### src/rtl/fboi_pkg.sv
// Constants, register map and types of the FSK byte output interface.
// Assumes a 10 MHz system clock and 32-bit APB register access.
package fboi_pkg;

  // ----------------------------------------------------------------
  // Timing
  // ----------------------------------------------------------------
  localparam int unsigned CLK_PERIOD_NS = 100;
  localparam int unsigned OSC_HZ        = 3579545;
  localparam int unsigned BIT_TIME_NS   = 833333;
  localparam int unsigned HALF_BIT_NS   = 416666;
  localparam int unsigned CD_HOLD_NS    = 10000000;
  localparam int unsigned CD_QUAL_NS    = 1000000;
  localparam int unsigned PD_SETTLE_NS  = 1000000;
  localparam int unsigned GT_CHARGE_NS  = 5000000;
  localparam int unsigned CNT_W         = 17;

  localparam logic [16:0] BIT_CYC_DEF  = 17'(BIT_TIME_NS / CLK_PERIOD_NS);
  localparam logic [16:0] HALF_CYC_DEF = 17'(HALF_BIT_NS / CLK_PERIOD_NS);
  localparam logic [16:0] CD_HOLD_DEF  = 17'(CD_HOLD_NS / CLK_PERIOD_NS);
  localparam logic [16:0] CD_QUAL_DEF  = 17'(CD_QUAL_NS / CLK_PERIOD_NS);
  localparam logic [16:0] PD_CYC_DEF   = 17'(PD_SETTLE_NS / CLK_PERIOD_NS);
  localparam logic [16:0] GT_CYC_DEF   = 17'(GT_CHARGE_NS / CLK_PERIOD_NS);

  // ----------------------------------------------------------------
  // Frame
  // ----------------------------------------------------------------
  localparam logic [3:0] DATA_BITS = 4'h8;
  localparam logic [3:0] LAST_IDX  = 4'h7;

  // ----------------------------------------------------------------
  // Control select codes
  // ----------------------------------------------------------------
  localparam logic [2:0] PD_CODE   = 3'h1;
  localparam int unsigned SEL_MODE = 0;
  localparam int unsigned SEL_TONE = 2;

  // ----------------------------------------------------------------
  // Register map
  // ----------------------------------------------------------------
  localparam int unsigned ADDR_W     = 8;
  localparam logic [7:0]  CTRL_OFS   = 8'h00;
  localparam logic [7:0]  STATUS_OFS = 8'h04;
  localparam logic [7:0]  RXBYTE_OFS = 8'h08;
  localparam logic [2:0]  CTRL_RST   = 3'h0;

  typedef struct packed {
    logic guard_ok;
    logic power_down;
    logic tone_sel;
    logic mode1;
    logic carrier;
    logic ready_n;
  } fboi_status_t;

  typedef struct packed {
    logic data;
    logic sclk_o;
    logic sclk_oe;
    logic ready_tone;
    logic cd_n;
    logic tone_flag;
    logic gt;
  } fboi_pins_t;

  typedef enum logic [1:0] {RX_IDLE, RX_START, RX_DATA, RX_STOP}
    fboi_rx_state_t;

endpackage

### src/rtl/fboi_sync.sv
// Two flip-flop synchroniser for pin inputs.
// Assumes inputs are asynchronous to clk; only the second stage is used.
`timescale 1ns/1ps
module fboi_sync #(
  parameter int unsigned W = 1
)(
  input  wire logic         clk,
  input  wire logic         rst_n,
  input  wire logic [W-1:0] async_i,
  output logic      [W-1:0] sync_o
);

  logic [W-1:0] meta_r;

  always_ff @(posedge clk or negedge rst_n)
  begin
    if (!rst_n)
    begin
      meta_r <= '0;
      sync_o <= '0;
    end
    else
    begin
      meta_r <= async_i;
      sync_o <= meta_r;
    end
  end

endmodule

### src/rtl/fboi_top.sv
// FSK byte output interface: 3-wire data link, carrier qualifier, tone
// pin sharing, power-down, APB control.
// Assumes pins are asynchronous; clk is 10 MHz; APB master on clk.
`timescale 1ns/1ps
module fboi_top #(
  parameter logic [16:0] BIT_CYC  = fboi_pkg::BIT_CYC_DEF,
  parameter logic [16:0] HALF_CYC = fboi_pkg::HALF_CYC_DEF,
  parameter logic [16:0] CD_HOLD  = fboi_pkg::CD_HOLD_DEF,
  parameter logic [16:0] CD_QUAL  = fboi_pkg::CD_QUAL_DEF,
  parameter logic [16:0] PD_CYC   = fboi_pkg::PD_CYC_DEF,
  parameter logic [16:0] GT_CYC   = fboi_pkg::GT_CYC_DEF
)(
  input  wire logic        clk,
  input  wire logic        rst_n,
  input  wire logic        psel,
  input  wire logic        penable,
  input  wire logic        pwrite,
  input  wire logic [7:0]  paddr,
  input  wire logic [31:0] pwdata,
  output logic      [31:0] prdata,
  output logic             pready,
  output logic             pslverr,
  input  wire logic        fsk_raw,
  input  wire logic        band_energy,
  input  wire logic        tone_raw,
  input  wire logic        shift_clock_i,
  output logic             shift_clock_o,
  output logic             shift_clock_oe,
  output logic             data_o,
  output logic             ready_or_tone_pin,
  output logic             carrier_detect_n,
  output logic             early_tone_flag,
  output logic             guard_timer_node,
  output logic             fsk_enable,
  output logic             tone_enable
);

  // ----------------------------------------------------------------
  // Reset release and input synchronisers
  // ----------------------------------------------------------------
  logic [1:0] rst_pipe_r;
  logic       rst_sync_n;
  logic [3:0] pins_s;
  logic       bit_s;
  logic       band_s;
  logic       tone_s;
  logic       sclk_s;

  always_ff @(posedge clk or negedge rst_n)
  begin
    if (!rst_n)
      rst_pipe_r <= 2'h0;
    else
      rst_pipe_r <= {rst_pipe_r[0], 1'b1};
  end
  assign rst_sync_n = rst_pipe_r[1];

  fboi_sync #(.W(4)) u_sync (
    .clk     (clk),
    .rst_n   (rst_sync_n),
    .async_i ({shift_clock_i, tone_raw, band_energy, fsk_raw}),
    .sync_o  (pins_s)
  );
  assign bit_s  = pins_s[0];
  assign band_s = pins_s[1];
  assign tone_s = pins_s[2];
  assign sclk_s = pins_s[3];

  // ----------------------------------------------------------------
  // Control register and selections
  // ----------------------------------------------------------------
  logic [2:0]  ctrl_r;
  logic [16:0] pd_cnt_r;
  logic        pd_r;
  logic        mode1;
  logic        tone_sel;
  logic        fsk_sel;
  logic        on_code;

  assign mode1    = ctrl_r[fboi_pkg::SEL_MODE];
  assign tone_sel = ctrl_r[fboi_pkg::SEL_TONE];
  assign fsk_sel  = !tone_sel;
  assign on_code  = (ctrl_r == fboi_pkg::PD_CODE);

  // Power-down after the code has been held for PD_CYC cycles
  always_ff @(posedge clk or negedge rst_sync_n)
  begin
    if (!rst_sync_n)
    begin
      pd_cnt_r <= '0;
      pd_r     <= 1'b0;
    end
    else if (!on_code)
    begin
      pd_cnt_r <= '0;
      pd_r     <= 1'b0;
    end
    else if (pd_cnt_r == PD_CYC - 17'h1)
      pd_r <= 1'b1;
    else
      pd_cnt_r <= pd_cnt_r + 17'h1;
  end

  assign fsk_enable  = !pd_r && fsk_sel;
  assign tone_enable = !pd_r && tone_sel;

  // ----------------------------------------------------------------
  // Carrier qualifier
  // ----------------------------------------------------------------
  logic [16:0] qual_cnt_r;
  logic [16:0] idle_cnt_r;
  logic        cd_active_r;
  logic        cd_allow;

  assign cd_allow = fsk_enable;

  always_ff @(posedge clk or negedge rst_sync_n)
  begin
    if (!rst_sync_n)
    begin
      qual_cnt_r  <= '0;
      idle_cnt_r  <= '0;
      cd_active_r <= 1'b0;
    end
    else if (!cd_allow)
    begin
      qual_cnt_r  <= '0;
      idle_cnt_r  <= '0;
      cd_active_r <= 1'b0;
    end
    else if (!cd_active_r)
    begin
      idle_cnt_r <= '0;
      if (!band_s)
        qual_cnt_r <= '0;
      else if (qual_cnt_r == CD_QUAL - 17'h1)
        cd_active_r <= 1'b1;
      else
        qual_cnt_r <= qual_cnt_r + 17'h1;
    end
    else
    begin
      qual_cnt_r <= '0;
      if (band_s)
        idle_cnt_r <= '0;
      else if (idle_cnt_r == CD_HOLD - 17'h1)
        cd_active_r <= 1'b0;
      else
        idle_cnt_r <= idle_cnt_r + 17'h1;
    end
  end

  // ----------------------------------------------------------------
  // Bit timing recovery
  // ----------------------------------------------------------------
  fboi_pkg::fboi_rx_state_t rx_state_r;
  logic [16:0] tmr_r;
  logic [3:0]  idx_r;
  logic [7:0]  data_bits_r;
  logic        prev_bit_r;
  logic        rx_en;
  logic        at_half;
  logic        at_bit;
  logic        data_ctr;
  logic        stop_edge;
  logic        stop_ctr;

  assign rx_en     = cd_allow && cd_active_r;
  assign at_half   = (tmr_r == HALF_CYC - 17'h1);
  assign at_bit    = (tmr_r == BIT_CYC - 17'h1);
  assign data_ctr  = rx_en && (rx_state_r == fboi_pkg::RX_DATA) && at_bit;
  assign stop_edge = rx_en && (rx_state_r == fboi_pkg::RX_STOP) && at_half;
  assign stop_ctr  = rx_en && (rx_state_r == fboi_pkg::RX_STOP) && at_bit;

  always_ff @(posedge clk or negedge rst_sync_n)
  begin
    if (!rst_sync_n)
    begin
      rx_state_r  <= fboi_pkg::RX_IDLE;
      tmr_r       <= '0;
      idx_r       <= '0;
      data_bits_r <= '0;
      prev_bit_r  <= 1'b1;
    end
    else if (!rx_en)
    begin
      rx_state_r <= fboi_pkg::RX_IDLE;
      tmr_r      <= '0;
      prev_bit_r <= 1'b1;
    end
    else
    begin
      prev_bit_r <= bit_s;
      tmr_r      <= (at_bit || rx_state_r == fboi_pkg::RX_IDLE) ?
                    17'h0 : tmr_r + 17'h1;
      unique case (rx_state_r)
        fboi_pkg::RX_IDLE:
          if (prev_bit_r && !bit_s)
            rx_state_r <= fboi_pkg::RX_START;
        fboi_pkg::RX_START:
          if (at_half)
          begin
            tmr_r      <= '0;
            idx_r      <= '0;
            rx_state_r <= bit_s ? fboi_pkg::RX_IDLE : fboi_pkg::RX_DATA;
          end
        fboi_pkg::RX_DATA:
          if (at_bit)
          begin
            data_bits_r[idx_r[2:0]] <= bit_s;
            idx_r <= idx_r + 4'h1;
            if (idx_r == fboi_pkg::LAST_IDX)
              rx_state_r <= fboi_pkg::RX_STOP;
          end
        fboi_pkg::RX_STOP:
          if (at_bit)
            rx_state_r <= fboi_pkg::RX_IDLE;
      endcase
    end
  end

  // ----------------------------------------------------------------
  // Bit stream timing outputs
  // ----------------------------------------------------------------
  logic sclk0_r;
  logic ready0_r;
  logic [3:0] pulse_cnt_r;

  always_ff @(posedge clk or negedge rst_sync_n)
  begin
    if (!rst_sync_n)
    begin
      sclk0_r  <= 1'b0;
      ready0_r <= 1'b1;
    end
    else if (!rx_en || mode1)
    begin
      sclk0_r  <= 1'b0;
      ready0_r <= 1'b1;
    end
    else
    begin
      if (data_ctr)
        sclk0_r <= 1'b1;
      else if (at_half)
        sclk0_r <= 1'b0;
      if (stop_edge)
        ready0_r <= 1'b0;
      else if (stop_ctr)
        ready0_r <= 1'b1;
    end
  end

  // Counts clock pulses within a frame
  always_ff @(posedge clk or negedge rst_sync_n)
  begin
    if (!rst_sync_n)
      pulse_cnt_r <= '0;
    else if (rx_state_r == fboi_pkg::RX_START)
      pulse_cnt_r <= '0;
    else if (data_ctr)
      pulse_cnt_r <= pulse_cnt_r + 4'h1;
  end

  // ----------------------------------------------------------------
  // Buffer mode shift register
  // ----------------------------------------------------------------
  logic [8:0]  sreg_r;
  logic [8:0]  frame_r;
  logic        data1_r;
  logic        ready1_r;
  logic [16:0] rdy_cnt_r;
  logic        sclk_prev_r;
  logic        sclk_rise;
  logic        load1;

  assign sclk_rise = sclk_s && !sclk_prev_r;
  assign load1     = stop_ctr && mode1;

  always_ff @(posedge clk or negedge rst_sync_n)
  begin
    if (!rst_sync_n)
    begin
      sreg_r      <= '1;
      frame_r     <= '0;
      data1_r     <= 1'b1;
      ready1_r    <= 1'b1;
      rdy_cnt_r   <= '0;
      sclk_prev_r <= 1'b0;
    end
    else
    begin
      sclk_prev_r <= sclk_s;
      if (stop_ctr)
        frame_r <= {bit_s, data_bits_r};
      if (load1)
      begin
        sreg_r    <= {bit_s, data_bits_r};
        ready1_r  <= 1'b0;
        rdy_cnt_r <= '0;
      end
      else
      begin
        if (sclk_rise && mode1)
        begin
          data1_r <= sreg_r[0];
          sreg_r  <= {1'b1, sreg_r[8:1]};
        end
        if (!rx_en || !mode1)
          ready1_r <= 1'b1;
        else if (!ready1_r && (sclk_rise || rdy_cnt_r == HALF_CYC - 17'h1))
          ready1_r <= 1'b1;
        if (!ready1_r)
          rdy_cnt_r <= rdy_cnt_r + 17'h1;
        else
          rdy_cnt_r <= '0;
      end
    end
  end

  // ----------------------------------------------------------------
  // Tone guard timer
  // ----------------------------------------------------------------
  logic [16:0] gt_cnt_r;
  logic        guard_ok_r;
  logic        tone_detect_n;

  always_ff @(posedge clk or negedge rst_sync_n)
  begin
    if (!rst_sync_n)
    begin
      gt_cnt_r   <= '0;
      guard_ok_r <= 1'b0;
    end
    else if (pd_r)
      guard_ok_r <= 1'b1;
    else if (!guard_ok_r)
    begin
      if (gt_cnt_r == GT_CYC - 17'h1)
        guard_ok_r <= 1'b1;
      else
        gt_cnt_r <= gt_cnt_r + 17'h1;
    end
  end

  assign tone_detect_n = guard_ok_r ? !tone_s : 1'b0;

  // ----------------------------------------------------------------
  // Pin drivers
  // ----------------------------------------------------------------
  fboi_pkg::fboi_pins_t pin_r;
  fboi_pkg::fboi_pins_t pin_nxt;
  logic                 byte_ready_n;
  logic                 data_nxt;

  assign byte_ready_n = mode1 ? ready1_r : (ready0_r || !rx_en);
  assign data_nxt     = mode1 ? data1_r : (rx_en ? bit_s : 1'b1);

  always_comb
  begin
    pin_nxt.data       = pd_r ? 1'b1 : data_nxt;
    pin_nxt.sclk_o     = sclk0_r || !rx_en;
    pin_nxt.sclk_oe    = !pd_r && !mode1;
    pin_nxt.ready_tone = pd_r ? 1'b1 :
                         (tone_sel ? tone_detect_n : byte_ready_n);
    pin_nxt.cd_n       = pd_r || !cd_active_r;
    pin_nxt.tone_flag  = tone_enable && tone_s;
    pin_nxt.gt         = !pd_r && (!guard_ok_r || (tone_sel && tone_s));
  end

  always_ff @(posedge clk or negedge rst_sync_n)
  begin
    if (!rst_sync_n)
      pin_r <= '{data: 1'b1, sclk_o: 1'b1, sclk_oe: 1'b1,
                 ready_tone: 1'b0, cd_n: 1'b1, tone_flag: 1'b0, gt: 1'b1};
    else
      pin_r <= pin_nxt;
  end

  assign data_o            = pin_r.data;
  assign shift_clock_o     = pin_r.sclk_o;
  assign shift_clock_oe    = pin_r.sclk_oe;
  assign ready_or_tone_pin = pin_r.ready_tone;
  assign carrier_detect_n  = pin_r.cd_n;
  assign early_tone_flag   = pin_r.tone_flag;
  assign guard_timer_node  = pin_r.gt;

  // ----------------------------------------------------------------
  // APB slave
  // ----------------------------------------------------------------
  fboi_pkg::fboi_status_t status;
  logic        hit_ctrl;
  logic        hit_stat;
  logic        hit_rx;
  logic        hit;
  logic        setup;
  logic        wr_ctrl;
  logic [31:0] rd_mux;

  assign hit_ctrl = (paddr == fboi_pkg::CTRL_OFS);
  assign hit_stat = (paddr == fboi_pkg::STATUS_OFS);
  assign hit_rx   = (paddr == fboi_pkg::RXBYTE_OFS);
  assign hit      = hit_ctrl || hit_stat || hit_rx;
  assign setup    = psel && !penable;
  assign wr_ctrl  = psel && penable && pwrite && hit_ctrl;
  assign pready   = 1'b1;
  assign pslverr  = psel && penable && !hit;

  assign status = '{guard_ok: guard_ok_r, power_down: pd_r,
                    tone_sel: tone_sel, mode1: mode1,
                    carrier: cd_active_r, ready_n: byte_ready_n};
  assign rd_mux = hit_ctrl ? {29'h0, ctrl_r} :
                  hit_stat ? {26'h0, status} :
                  hit_rx   ? {23'h0, frame_r} : 32'h0;

  always_ff @(posedge clk or negedge rst_sync_n)
  begin
    if (!rst_sync_n)
    begin
      ctrl_r <= fboi_pkg::CTRL_RST;
      prdata <= '0;
    end
    else
    begin
      if (wr_ctrl)
        ctrl_r <= pwdata[2:0];
      if (setup && !pwrite)
        prdata <= rd_mux;
    end
  end
endmodule

### config.mk
export PLATFORM = sky130hd
export DESIGN_NAME = fboi_top
export DESIGN_NICKNAME = d
export VERILOG_FILES = /design/src/rtl/fboi_pkg.sv /design/src/rtl/fboi_sync.sv /design/src/rtl/fboi_top.sv
export SDC_FILE = /design/constraint.sdc
export NUM_CORES = 1
export LEC_CHECK = 0
export ABC_AREA = 1
export BUFFER_PORTS_ARGS = -buffer_cell sky130_fd_sc_hd__buf_2
export CAP_MARGIN = 20
export CORE_MARGIN = 1.5
export CORE_UTILIZATION = 64
export DETAILED_ROUTE_END_ITERATION = 8
export PLACE_DENSITY = 0.88
export SETUP_SLACK_MARGIN = 0.3
export SYNTH_ARGS = -nofsm -noshare
export SYNTH_HDL_FRONTEND = slang
export SYNTH_SLANG_ARGS = --single-unit
export TNS_END_PERCENT = 1
### constraint.sdc
create_clock -name clk -period 14.7 [get_ports clk]
set_input_delay 4.41 -clock clk [delete_from_list [all_inputs] [get_ports clk]]
set_output_delay 4.41 -clock clk [all_outputs]
set_load 0.01 [all_outputs]
==> metrics.csv <==
stage,metric,value,unit
worst_setup_path,worst-path fanout max,10,
finish,share of layout cells above drive strength 1,11.54,%
grt,initial antenna violation count,0,
power,Internal Power,736.2,uW
synthesis,Main synth FF type,dfrtp_1,
sta,max-slew violation count,0,
synthesis,Synth area leader,dfrtp_1,
finish,Finished Cell Area,10000,sq um
floorplan,Initial Util,65.97,%
clock_tree,CTS tree,yes,
power,Cell Pwr Density,98.68,nW/um^2
grt,total track usage,27.47,%
sta,Worst Tran Pin Value,0.8552,ns
routing,Via density,5.579,
routing,first drt pass iteration count,5,
sta,Final Hold Vio Count,0,
floorplan,Die Width,123.1,um
synthesis,"Warnings, synthesis",0,
sta,clock skew,0.01029,ns
flow_run,Max-Cap Viols,0,
floorplan,Boundary Pins,92,
grt,total global routing overflow,0,
place,"Cell Area, Placed",9410,sq um
clock_tree,"Reg clk slew, reported paths",0.06,ns
sta,final setup TNS,0,ns
clock_tree,Max clock buf depth,2,
sta,Tmin final,9.961,ns
routing,DRC errors left,0,
synthesis,Seq cells post-synth,172,
routing,average wire per standard cell,14.04,um
worst_hold_path,min-delay worst type,flop to asynchronous set/reset pin,
worst_setup_path,crit end category,primary output,
finish,Filler Cell Count,1033,
worst_setup_path,"Data arrival, critical path",5.55,ns
power,leak pwr,4.594,nW
clock_tree,"Clk Latency, worst-skew pair",0.43,ns
clock_tree,Sink Count,172,
power,Total Power,986.9,uW
worst_setup_path,Critical Path Start Type,input pin,
power,Flop pwr share,51.1,%
floorplan,row cnt,43,
run_status,outcome,"complete, no violations",
sta,max frequency,100.4,MHz
synthesis,"Seq/Total Area, Yosys",46.88,%
clock_tree,Root Driver,clkbuf_16,
sta,fin crit share,67.76,%
grt,first-pass GRT wire length,33010,um
routing,routed wire length,19560,um
finish,fin cells,1393,
clock_tree,Num CTS Buffers,17,
synthesis,asr flop ratio synth,100.0,%
place,DP HPWL,13510,um
sta,setup violators final,0,
floorplan,die area,15150,sq um
grt,vias in the first global route,7231,
synthesis,number of synthesized flops with an enable pin,0,
clock_tree,Post-CTS Setup Inserts,0,
synthesis,"Distinct cells, synth",50,
power,Comb power frac,5.8,%
synthesis,Syn Area/Cell,7.922,sq um
power,switching part of the total power,25.40,%
routing,Routed Antenna Nets,0,
worst_setup_path,Critical Path RT,10.29,ns
grt,largest net degree at the start of global routing,89,
routing,DR vias,7772,
finish,antenna diode count,0,
synthesis,share of the synthesized area in the top cell type,41.76,%
clock_tree,cts-stage hold buffer count,0,
synthesis,largest cells by area after synthesis,"dfrtp_1 42%, nand2_1 11%, nor2_1 6.2%",
place,gp weighted congestion,0.9072,
sta,RSZ-0062 raised after global routing,no,
finish,most frequent cells in the layout,"263 x nand2_1, 153 x nor2_1, 153 x dfrtp_1, 130 x inv_1, 108 x nand3_1",
clock_tree,CTS H-tree lvls,4,
place,Inst Count DP,1359,
finish,"most common cell after layout, fill and taps aside",nand2_1,
worst_setup_path,Crit Path Category,input pin to primary output,
synthesis,Post-Syn Instances,1165,
power,clock share of power,43.1,%
clock_tree,CTS resizes,0,
finish,area delta synth->final,8.365,%
floorplan,DIE HEIGHT,123.1,um
power,Switch Pwr,250.7,uW
finish,Final nets,1259,
routing,initial DRC count,709,
power,maximum VDD drop,0.09813,mV
worst_setup_path,R2R Setup Slk,12.46,ns
place,Port Buf Inserts,38,
floorplan,Core ar.,13990,sq um
sta,Slew HR,42.77,%
synthesis,Mapped Area,9229,sq um
-- flip-flops by register name, indices dropped and copies added (netlist names), 2 cells and up --
name / cells
ctrl_r: 3
data_bits_r: 8
frame_r: 9
gt_cnt_r: 17
idle_cnt_r: 17
idx_r: 4
pd_cnt_r: 17
prdata: 9
qual_cnt_r: 17
rdy_cnt_r: 17
rst_pipe_r: 2
rx_state_r: 2
sreg_r: 9
tmr_r: 17
u_sync.meta_r: 4
u_sync.sync_o: 4
-- layout make-up --
cell class / count / area (sq um) / share of cell area [%]
sequential: 172 / 4330 / 43.30
tap: 180 / 225.2 / 2.252
timing repair buffer: 42 / 237.7 / 2.377
clock inverter: 13 / 105.1 / 1.051
inverter: 138 / 518.0 / 5.180
clock buffer: 19 / 452.9 / 4.529
multi-input combinational: 829 / 4131 / 41.31
-- cells in the mapped netlist (2+ instances only) --
cell type	count
a211oi_1	2
a21oi_1	29
a31o_2	2
a31oi_1	4
buf_2	9
buf_4	28
buf_6	3
clkbuf_1	8
clkinv_1	3
conb_1	2
dfrtp_1	154
dfstp_2	18
ha_1	10
inv_1	130
inv_2	5
nand2_1	263
nand2_2	6
nand3_1	108
nand3b_1	3
nand4_1	43
nor2_1	153
nor2_2	7
nor2_4	11
nor3_1	37
nor3_4	2
nor3b_1	4
nor4_1	5
o21a_1	4
o21ai_0	47
o21ai_1	2
o21bai_1	2
o31ai_1	2
or2_2	5
xnor2_1	9
xor2_1	30
-- power by group through the flow --
stage	clock, mW	combinational, mW	sequential [mW]
2_1_floorplan	0	0.0407	0.514
3_3_place_gp	0	0.0526	0.511
3_5_place_dp	0	0.0559	0.512
4_1_cts	0.429	0.0562	0.504
5_1_grt	0.449	0.0677	0.506
6_report	0.426	0.0572	0.504
-- per-stage QoR --
stage | setup WS (ns) | hold WS (ns) | utilization [%]
finish | 4.739 | 0.2511 | 71.49
global route | 4.580 | 0.3000 | 71.49
CTS | 4.732 | 0.2732 | 71.26
detailed placement | 4.734 | 0.2687 | 67.27
global placement | 4.784 | 0.2610 | 67.27
floorplan | 5.116 | 0.3312 | -
-- logic make-up after synthesis --
| group | count (synthesis) | synth area share [%] |
|---|---|---|
| xor+xnor | 39 | 3.701 |
| simple gates | 654 | 32.44 |
| flops | 172 | 46.88 |
| buf+inv | 187 | 9.287 |
| other cells | 2 | 0.08138 |
| fa+ha+maj | 10 | 1.356 |
| compound gates | 101 | 6.250 |
-- worst max-delay path, stage by stage --
cell	delay (ns)
buf_2	0.09
nor2_1	0.12
nand2_1	0.13
nor3_2	0.54
nor4_1	0.08
buf_2	0.16
-- layer usage --
metal	vias up	GRT usage, %	wire length, um
li1	3795	-	-
met1	3650	36.02	8500
met2	267	44.13	9371
met3	60	5.720	1076
met4	0	12.57	608
met5	-	0	0
-- final timing paths --
kind                                    start       endpoint  depth (start not counted)
worst max-delay path                 paddr[1]        pslverr                          6
worst min-delay path            rst_pipe_r[1]      tmr_r[10]                          0
worst max register to register           pd_r  rdy_cnt_r[15]                          6
worst min register to register  rst_pipe_r[1]      tmr_r[10]                          0
max in group asynchronous               rst_n  rst_pipe_r[1]                          1
min in group clk                rst_pipe_r[0]  rst_pipe_r[1]                          0
Note: power is estimated with default switching activity, not from simulation.
